$ cat config.mk
export PLATFORM = sky130hd
export DESIGN_NAME = i2c_master_start_stop_sequencer
export DESIGN_NICKNAME = d
export VERILOG_FILES = /design/src/verilog/i2c_seq_pkg.sv /design/src/verilog/i2c_master_start_stop_sequencer.sv
export VERILOG_INCLUDE_DIRS = /design/src /design/src/verilog
export SDC_FILE = /design/constraint.sdc
export NUM_CORES = 1
export LEC_CHECK = 0
export ABC_CLOCK_PERIOD_IN_PS = 4800
export BUFFER_PORTS_ARGS = -buffer_cell sky130_fd_sc_hd__buf_4
export CORE_MARGIN = 2
export CORE_UTILIZATION = 35
export CTS_BUF_LIST = sky130_fd_sc_hd__clkbuf_8
export DETAILED_ROUTE_END_ITERATION = 8
export GPL_TIMING_DRIVEN = 0
export PLACE_DENSITY = 0.53
export SLEW_MARGIN = 20
export SYNTH_ARGS = -nofsm -noshare
export SYNTH_HDL_FRONTEND = slang
export SYNTH_SLANG_ARGS = --single-unit
$ cat constraint.sdc
create_clock -name mclk -period 4.8 [get_ports mclk]
set_input_delay 0.96 -clock mclk [delete_from_list [all_inputs] [get_ports mclk]]
set_output_delay 0.96 -clock mclk [all_outputs]
set_load 0.005 [all_outputs]
$ cat src/verilog/i2c_seq_consts.svh
// register offsets, bit positions and reset values for the i2c condition sequencer
// assumes an 8-bit register port and a 25 MHz device clock
`ifndef I2C_SEQ_CONSTS_SVH
`define I2C_SEQ_CONSTS_SVH

// register offsets on the plain register port
`define OFS_SERIAL_CONTROL     4'h0
`define OFS_SERIAL_CONTROL_TWO 4'h1
`define OFS_BAUD_RELOAD_VALUE  4'h2
`define OFS_SERIAL_STATUS_REG  4'h3
`define OFS_EVENT_REG          4'h4
`define OFS_SERIAL_BUFFER      4'h5

// serial_control bits
`define BIT_MODULE_ENABLE      0

// serial_control_two bits
`define BIT_REPEATED_START_REQ 1
`define BIT_STOP_REQ           2
`define CTL2_LOCKED_BITS       5

// serial_status_reg bits
`define BIT_START_SEEN         3
`define BIT_STOP_SEEN          4

// event register bits, write one to clear
`define BIT_SERIAL_EVENT       0
`define BIT_WRITE_COLLISION    1
`define BIT_BUS_COLLISION      2

// reset values
`define RST_CONTROL            8'h00
`define RST_MODULE_ENABLE      1'b0
`define RST_CONTROL_TWO        8'h00
`define RST_BAUD_RELOAD        7'h00
`define RST_BUFFER             8'h00

`endif

$ cat src/verilog/i2c_seq_pkg.sv
// types shared by the i2c condition sequencer
// assumes i2c_seq_consts.svh supplies offsets and bit positions
package i2c_seq_pkg;

   typedef enum logic [3:0] {
      st_idle,
      st_rs_scl_low,
      st_rs_sda_high,
      st_rs_scl_rel,
      st_rs_both_high,
      st_rs_sda_low,
      st_p_sda_low,
      st_p_count,
      st_p_scl_high,
      st_p_sda_rel,
      st_p_final
   } seq_state_t;

   typedef struct packed {
      logic scl;
      logic sda;
   } line_pair_t;

   typedef struct packed {
      seq_state_t st;
      logic [6:0] brg;
      line_pair_t sync1;
      line_pair_t sync2;
      line_pair_t prev;
      logic       enable;
      logic [7:0] ctl2;
      logic [6:0] reload;
      logic       start_seen;
      logic       stop_seen;
      logic       event_flag;
      logic       write_collision_flag;
      logic       bcol;
      logic [7:0] buffer;
      logic       scl_drive;
      logic       sda_drive;
      logic       hold_scl;
      logic [7:0] rdata;
      logic       busy;
   } seq_regs_t;

endpackage

$ cat src/verilog/i2c_master_start_stop_sequencer.sv
// i2c master repeated-start and stop condition sequencer with its register file
// assumes open-drain pads outside, synchronous register port on mclk, byte engine outside
//
// Contract
// - start and stop flags clear on reset/disable
// - event flag on conditions, bytes, acks
// - hardware alone drives and releases lines
// - repeated-start request pulls scl low
// - scl low: load baud, release sda
// - timeout, sda high: release scl, reload
// - sda low one period, clear request
// - start detected sets start-seen status bit
// - repeated-start event after baud timeout
// - repeated start ignored while busy
// - bus collision on sda low or scl fall
// - buffer write in repeated start: collision
// - low five control bits locked while busy
// - scl held low after ninth clock; stop bit
// - stop: sda low, count, release scl, sda
// - stop seen, then clear request, event
// - buffer write during stop: collision
`timescale 1ns/100ps

`include "i2c_seq_consts.svh"

module i2c_master_start_stop_sequencer
   import i2c_seq_pkg::*;
(
   // clock and reset
   input  wire logic       mclk,
   input  wire logic       nrst,
   // register port
   input  wire logic [3:0] reg_addr,
   input  wire logic [7:0] reg_wdata,
   input  wire logic       reg_wr,
   input  wire logic       reg_rd,
   output logic      [7:0] reg_rdata,
   // byte engine, same clock domain
   input  wire logic       byte_done,
   // bus pins, open drain
   input  wire logic       scl_in,
   output logic            scl_out,
   output logic            scl_oe,
   input  wire logic       sda_in,
   output logic            sda_out,
   output logic            sda_oe,
   // status
   output logic            serial_event_flag,
   output logic            sequence_busy
);

   seq_regs_t q;
   seq_regs_t d;

   logic scl;
   logic sda;
   logic tmo;
   logic start_det;
   logic stop_det;
   logic ev_set;
   logic wc_set;
   logic bc_set;
   logic rs_clr;
   logic pen_clr;

   function automatic logic baud_done(input logic [6:0] cnt);
      baud_done = (cnt == 7'h00);
   endfunction

   function automatic logic [7:0] status_byte(input logic start_seen, input logic stop_seen);
      logic [7:0] s;
      s = 8'h00;
      s[`BIT_START_SEEN] = start_seen;
      s[`BIT_STOP_SEEN] = stop_seen;
      status_byte = s;
   endfunction

   always_comb begin
      d = q;
      ev_set = 1'b0;
      wc_set = 1'b0;
      bc_set = 1'b0;
      rs_clr = 1'b0;
      pen_clr = 1'b0;

      // two-stage synchronisers; only the second stage is looked at
      d.sync1.scl = scl_in;
      d.sync1.sda = sda_in;
      d.sync2 = q.sync1;
      d.prev = q.sync2;
      scl = q.sync2.scl;
      sda = q.sync2.sda;

      // baud generator free-runs down and parks at zero
      tmo = baud_done(q.brg);
      if (!tmo) begin
         d.brg = q.brg - 7'h01;
      end

      // condition detection on the synchronised lines
      start_det = q.prev.scl & scl & q.prev.sda & ~sda;
      stop_det = q.prev.scl & scl & ~q.prev.sda & sda;
      if (start_det) begin
         d.start_seen = 1'b1;
         d.stop_seen = 1'b0;
      end
      if (stop_det) begin
         d.stop_seen = 1'b1;
         d.start_seen = 1'b0;
      end

      // end of a byte from the engine: event, and scl stays low after the ninth clock
      if (byte_done) begin
         ev_set = 1'b1;
         d.hold_scl = 1'b1;
         d.scl_drive = 1'b1;
      end

      unique case (q.st)
         st_idle: begin
            if (q.enable && q.ctl2[`BIT_REPEATED_START_REQ]) begin
               d.scl_drive = 1'b1;
               d.st = st_rs_scl_low;
            end else if (q.enable && q.ctl2[`BIT_STOP_REQ]) begin
               d.sda_drive = 1'b1;
               d.st = st_p_sda_low;
            end
         end
         st_rs_scl_low: begin
            if (!scl) begin
               d.brg = q.reload;
               d.sda_drive = 1'b0;
               d.st = st_rs_sda_high;
            end
         end
         st_rs_sda_high: begin
            if (tmo) begin
               if (sda) begin
                  d.scl_drive = 1'b0;
                  d.st = st_rs_scl_rel;
               end else begin
                  bc_set = 1'b1;
               end
            end
         end
         st_rs_scl_rel: begin
            if (scl) begin
               if (!sda) begin
                  bc_set = 1'b1;
               end else begin
                  d.brg = q.reload;
                  d.st = st_rs_both_high;
               end
            end
         end
         st_rs_both_high: begin
            if (!scl) begin
               bc_set = 1'b1;
            end else if (tmo) begin
               d.sda_drive = 1'b1;
               d.brg = q.reload;
               d.st = st_rs_sda_low;
            end
         end
         st_rs_sda_low: begin
            // sda is left driven low; baud not reloaded afterwards
            if (tmo) begin
               rs_clr = 1'b1;
               ev_set = 1'b1;
               d.hold_scl = 1'b0;
               d.st = st_idle;
            end
         end
         st_p_sda_low: begin
            if (!sda) begin
               d.brg = q.reload;
               d.st = st_p_count;
            end
         end
         st_p_count: begin
            if (tmo) begin
               d.scl_drive = 1'b0;
               d.hold_scl = 1'b0;
               d.brg = q.reload;
               d.st = st_p_scl_high;
            end
         end
         st_p_scl_high: begin
            if (tmo) begin
               d.sda_drive = 1'b0;
               d.st = st_p_sda_rel;
            end
         end
         st_p_sda_rel: begin
            if (sda && scl) begin
               d.brg = q.reload;
               d.st = st_p_final;
            end
         end
         st_p_final: begin
            if (tmo) begin
               pen_clr = 1'b1;
               ev_set = 1'b1;
               d.st = st_idle;
            end
         end
      endcase

      // collision aborts the sequence and lets go of both lines
      if (bc_set) begin
         d.st = st_idle;
         d.scl_drive = 1'b0;
         d.sda_drive = 1'b0;
         d.hold_scl = 1'b0;
         rs_clr = 1'b1;
         pen_clr = 1'b1;
      end

      // register writes
      if (reg_wr) begin
         unique case (reg_addr)
            `OFS_SERIAL_CONTROL: begin
               d.enable = reg_wdata[`BIT_MODULE_ENABLE];
            end
            `OFS_SERIAL_CONTROL_TWO: begin
               // events are not queued, so requests cannot be stacked mid-sequence
               if (q.busy) begin
                  d.ctl2[7:`CTL2_LOCKED_BITS] = reg_wdata[7:`CTL2_LOCKED_BITS];
               end else begin
                  d.ctl2 = reg_wdata;
               end
            end
            `OFS_BAUD_RELOAD_VALUE: begin
               d.reload = reg_wdata[6:0];
            end
            `OFS_EVENT_REG: begin
               if (reg_wdata[`BIT_SERIAL_EVENT]) begin
                  d.event_flag = 1'b0;
               end
               if (reg_wdata[`BIT_WRITE_COLLISION]) begin
                  d.write_collision_flag = 1'b0;
               end
               if (reg_wdata[`BIT_BUS_COLLISION]) begin
                  d.bcol = 1'b0;
               end
            end
            `OFS_SERIAL_BUFFER: begin
               if (q.busy) begin
                  wc_set = 1'b1;
               end else begin
                  d.buffer = reg_wdata;
               end
            end
            default: begin
            end
         endcase
      end

      // hardware sets win over software clears
      if (ev_set) begin
         d.event_flag = 1'b1;
      end
      if (wc_set) begin
         d.write_collision_flag = 1'b1;
      end
      if (bc_set) begin
         d.bcol = 1'b1;
      end
      if (rs_clr) begin
         d.ctl2[`BIT_REPEATED_START_REQ] = 1'b0;
      end
      if (pen_clr) begin
         d.ctl2[`BIT_STOP_REQ] = 1'b0;
      end

      // disabling the module drops everything back to a released idle bus
      if (!d.enable) begin
         d.st = st_idle;
         d.start_seen = 1'b0;
         d.stop_seen = 1'b0;
         d.scl_drive = 1'b0;
         d.sda_drive = 1'b0;
         d.hold_scl = 1'b0;
         d.ctl2[`BIT_REPEATED_START_REQ] = 1'b0;
         d.ctl2[`BIT_STOP_REQ] = 1'b0;
      end

      d.busy = (d.st != st_idle);

      // read data stands in the cycle after the strobe only
      d.rdata = 8'h00;
      if (reg_rd) begin
         unique case (reg_addr)
            `OFS_SERIAL_CONTROL: begin
               d.rdata[`BIT_MODULE_ENABLE] = q.enable;
            end
            `OFS_SERIAL_CONTROL_TWO: begin
               d.rdata = q.ctl2;
            end
            `OFS_BAUD_RELOAD_VALUE: begin
               d.rdata = {1'b0, q.reload};
            end
            `OFS_SERIAL_STATUS_REG: begin
               d.rdata = status_byte(q.start_seen, q.stop_seen);
            end
            `OFS_EVENT_REG: begin
               d.rdata[`BIT_SERIAL_EVENT] = q.event_flag;
               d.rdata[`BIT_WRITE_COLLISION] = q.write_collision_flag;
               d.rdata[`BIT_BUS_COLLISION] = q.bcol;
            end
            `OFS_SERIAL_BUFFER: begin
               d.rdata = q.buffer;
            end
            default: begin
            end
         endcase
      end
   end

   always_ff @(posedge mclk or negedge nrst) begin
      if (!nrst) begin
         q <= '0;
         q.st <= st_idle;
         q.sync1 <= 2'b11;
         q.sync2 <= 2'b11;
         q.prev <= 2'b11;
         q.enable <= `RST_MODULE_ENABLE;
         q.ctl2 <= `RST_CONTROL_TWO;
         q.reload <= `RST_BAUD_RELOAD;
         q.buffer <= `RST_BUFFER;
      end else begin
         q <= d;
      end
   end

   // open drain: the pad only ever pulls low
   assign scl_out = 1'b0;
   assign sda_out = 1'b0;
   assign scl_oe = q.scl_drive;
   assign sda_oe = q.sda_drive;
   assign reg_rdata = q.rdata;
   assign serial_event_flag = q.event_flag;
   assign sequence_busy = q.busy;

endmodule

==> run summary <==
The total standard cell area after synthesis is 0.00321 mm². The final count of hold timing violations is 0. Counting instances, the worst hold path has a depth of 0. Once detail routing completed, the nets flagged for antenna violations numbered 0. The vertical die dimension came out at 99.8 µm. Data on the critical path is required at its endpoint by 5030 ps. The post-synthesis area per instance is 9.83 µm². The floorplan core area came out at 0.00881 mm².

The worst setup path is of the in2reg kind. The fraction of layout instances using a drive strength above 1 came out at 27.2%. The run finished with clean final reports.

The wire length of the first global-routing pass is 13400 µm. The number of enable flip-flop cells after synthesis came out at 0. The pin count of the biggest net entering global routing is 58. The fmax came out at 0.378 GHz. By area the synthesized netlist is led by sky130_fd_sc_hd__dfrtp_1 40%, sky130_fd_sc_hd__mux2_2 7.0%, sky130_fd_sc_hd__dfstp_2 4.9%. The most used flip-flop cell after synthesis is sky130_fd_sc_hd__dfrtp_1. The number of antenna cells inserted came out at 0. The clock-pin transition on the worst setup and hold timing paths came out at 80 ps.

The worst setup path is launched from a primary input. In this run the critical register-to-register path is captured at sequence_busy. For this design the static power due to leakage is 1.63 nW. sky130_fd_sc_hd__dfrtp_1 is the most common cell in the netlist. The worst-case clock buffer depth is 2. The minimum clock period after layout came out at 2650 ps. Data on the critical path arrives at its endpoint at 2880 ps. Adding up every negative setup slack in the final design gives 0 ps. The die covers 0.00997 mm².

The detailed-route wire length per cell is 17.1 µm. The aggregate routed wire length came out at 8190 µm. The first routing iteration left 232 violations. The global placer's final weighted congestion is 0.882. The post-detailed-placement half-perimeter wirelength is 5860 µm. The worst clock skew came out at 11.3 ps. Across the VDD grid, the largest voltage drop is 0.251 mV. The sink count of the clock tree is 57. For this configuration, the core starts out at a cell density of 36.5%. In this run the biggest area consumer among cell types represents 39.7% of the synthesized area. The via count of the first global-routing pass is 2541. In the final design database the tool counted 387 nets. The area growth from synthesis to layout is 18.4%.

The cell area power density came out at 517 mW/mm². Port buffering added 27 buffers. In this run the register-to-register setup slack is 2410 ps. In this run the critical register-to-register path is launched from sda. The insertion delay to the later sink of the worst-skew pair came out at 350 ps. The endpoint class of the critical path is a flip-flop.

The number of filler cells placed in the layout came out at 855. The class of the tightest hold or removal check is reg2reg. The total of hold buffers inserted after clock tree synthesis came out at 0. The number of antenna violations at the first check in global routing is 0. The total of max-cap violations is 0. Setup repair after global routing left no endpoint under its margin. At the pin with the least slew margin, the transition time is 869 ps. The quantity of gates resized following cts came out at 0. The logic depth of the worst register-to-register path came out at 6. The path with the worst hold slack has its endpoint at sda. The number of standard cells in the layout, taps in and fillers out is 479. TritonCTS created 9 clock buffers.

The cell count after synthesis came out at 327. After synthesis, the share of flip-flops with an asynchronous set or reset is 100%. The post-route fraction of the period consumed by the critical path is 55.2%. The first TritonRoute pass finished after 5 iterations. The ratio of routed vias to standard cells is 5.55.

The sequential cell area fraction in the yosys report came out at 44.6%. The floorplan has 34 rows. The post-CTS setup-driven buffer insertion count is 0. The H-tree was split into 3 levels. Along the worst path, the maximum fanout reaches 10. The startpoint of the lowest-slack hold path is d[43]. The area used by multi-input combinational logic is 0.00157 mm². The DRC violation count after routing is 0.

The final number of max-transition violations is 0. Global routing used 17.4% of the available tracks across all layers. In this run the clock root is driven by a sky130_fd_sc_hd__clkbuf_8. The register area came out at 0.00143 mm². The final setup violation count is 0. The number of synthesized register bits is 57. The routed via count came out at 2658. 33 I/O pins were placed. After synthesis, the netlist uses 71 different library cells. After detailed placement, the design holds a cell count of 463. By count the netlist is led by 51 x sky130_fd_sc_hd__dfrtp_1, 28 x sky130_fd_sc_hd__nor2_1, 20 x sky130_fd_sc_hd__mux2_2. For this run, the number of Yosys warnings is 0.

The post-placement worst setup slack is 1800 ps. The minimum setup slack in the final design came out at 2150 ps. TritonCTS built the clock tree. The worst max-slew margin expressed relative to the limit is 41.9%. The aggregate global routing overflow came out at 0. The die outline width is 99.8 µm. sky130_fd_sc_hd__dfrtp_1 takes more of the synthesized area than any other cell.
-- layout by cell type, fill, tap and decap left out, types with 3 or more instances in the layout --
| cell type | netlist | layout |
|---|---|---|
| sky130_fd_sc_hd__a211oi_1 | 3 | 3 |
| sky130_fd_sc_hd__a21o_1 | 4 | 4 |
| sky130_fd_sc_hd__a21oi_1 | 15 | 15 |
| sky130_fd_sc_hd__a222oi_1 | 4 | 4 |
| sky130_fd_sc_hd__a22oi_1 | 8 | 8 |
| sky130_fd_sc_hd__a311oi_1 | 4 | 4 |
| sky130_fd_sc_hd__a31oi_1 | 3 | 3 |
| sky130_fd_sc_hd__a32oi_1 | 3 | 3 |
| sky130_fd_sc_hd__and2_1 | 4 | 4 |
| sky130_fd_sc_hd__and3_1 | 3 | 3 |
| sky130_fd_sc_hd__buf_2 | 10 | 10 |
| sky130_fd_sc_hd__buf_4 | 10 | 37 |
| sky130_fd_sc_hd__bufinv_16 | 0 | 3 |
| sky130_fd_sc_hd__clkbuf_1 | 11 | 11 |
| sky130_fd_sc_hd__clkbuf_8 | 0 | 9 |
| sky130_fd_sc_hd__dfrtp_1 | 51 | 51 |
| sky130_fd_sc_hd__dfstp_2 | 6 | 6 |
| sky130_fd_sc_hd__inv_1 | 8 | 8 |
| sky130_fd_sc_hd__mux2_2 | 20 | 20 |
| sky130_fd_sc_hd__nand2_1 | 16 | 16 |
| sky130_fd_sc_hd__nand2b_1 | 6 | 6 |
| sky130_fd_sc_hd__nand3_1 | 9 | 9 |
| sky130_fd_sc_hd__nor2_1 | 28 | 28 |
| sky130_fd_sc_hd__nor2b_1 | 7 | 7 |
| sky130_fd_sc_hd__nor3_1 | 9 | 9 |
| sky130_fd_sc_hd__o211ai_1 | 3 | 3 |
| sky130_fd_sc_hd__o21ai_0 | 12 | 12 |
| sky130_fd_sc_hd__o21ai_1 | 8 | 8 |
| sky130_fd_sc_hd__o31ai_1 | 3 | 3 |
| sky130_fd_sc_hd__o32ai_1 | 3 | 3 |
| sky130_fd_sc_hd__xnor2_1 | 4 | 4 |
-- area by class of cell --
cell class | instances | area share (%)
multi-input cells | 229 | 41.2
flip-flops and latches | 57 | 37.7
repair buffers | 27 | 5.33
plain buffers | 33 | 4.77
well taps | 108 | 3.55
clock inverters | 7 | 3.29
clock buffers | 9 | 3.26
inverters | 9 | 0.888
-- critical path, cell delays in order --
cell and delay (ps):
sky130_fd_sc_hd__buf_4 90, sky130_fd_sc_hd__buf_2 190, sky130_fd_sc_hd__nor4b_2 740, sky130_fd_sc_hd__nand2_1 490, sky130_fd_sc_hd__mux2_2 410
-- state kept, by name (all words and copies together), names as in the netlist --
name               count
sda                    1
sequence_busy          1
scl_oe                 1
reg_rdata              8
q                     41
sda_oe                 1
d                      2
serial_event_flag      1
scl                    1
-- cells by family after synthesis --
logic type	Yosys count	synth area share, %
simple gates	102	17.2
compound gates	96	21.4
flops	57	44.6
buf+inv	42	6.70
mux	22	7.79
xor+xnor	5	1.36
fa+ha+maj	2	0.778
other cells	1	0.117
-- power breakdown --
part / switching [mW] / internal (mW)
sequential: 0.0807 / 0.582
clock: 0.226 / 0.350
combinational: 0.409 / 0.319
-- through the flow --
stage                     util, %  hold WS (ps)  total power [mW]  area, µm²
final                        43.2           357              1.97       3800
after global routing         43.2           361              2.09       3800
after CTS                    43.2           358              1.97       3800
after detailed placement     40.4           347              1.39       3560
after global placement       40.4           345              1.39       3560
after floorplan                 -           345              1.20       3220
-- how the worst max path moves through the flow --
stage                startpoint  endpoint  slack, ps  depth (start not counted)
floorplan           reg_addr[0]     q[26]       2450                          4
global placement    reg_addr[1]     q[30]       1830                          5
detailed placement  reg_addr[1]     q[27]       1800                          5
CTS                 reg_addr[1]     q[31]       2150                          5
global route        reg_addr[1]     q[27]       2020                          5
finish              reg_addr[1]     q[31]       2150                          5
-- routing by layer --
layer / track usage, % / wire (µm) / vias up
met4: 6.01 / 68 / 0
met1: 25.4 / 3930 / 1295
met2: 26.2 / 3740 / 84
li1: - / - / 1271
met3: 3.13 / 444 / 8
met5: 0 / 0 / -
Note: power is estimated with default switching activity, not from simulation.
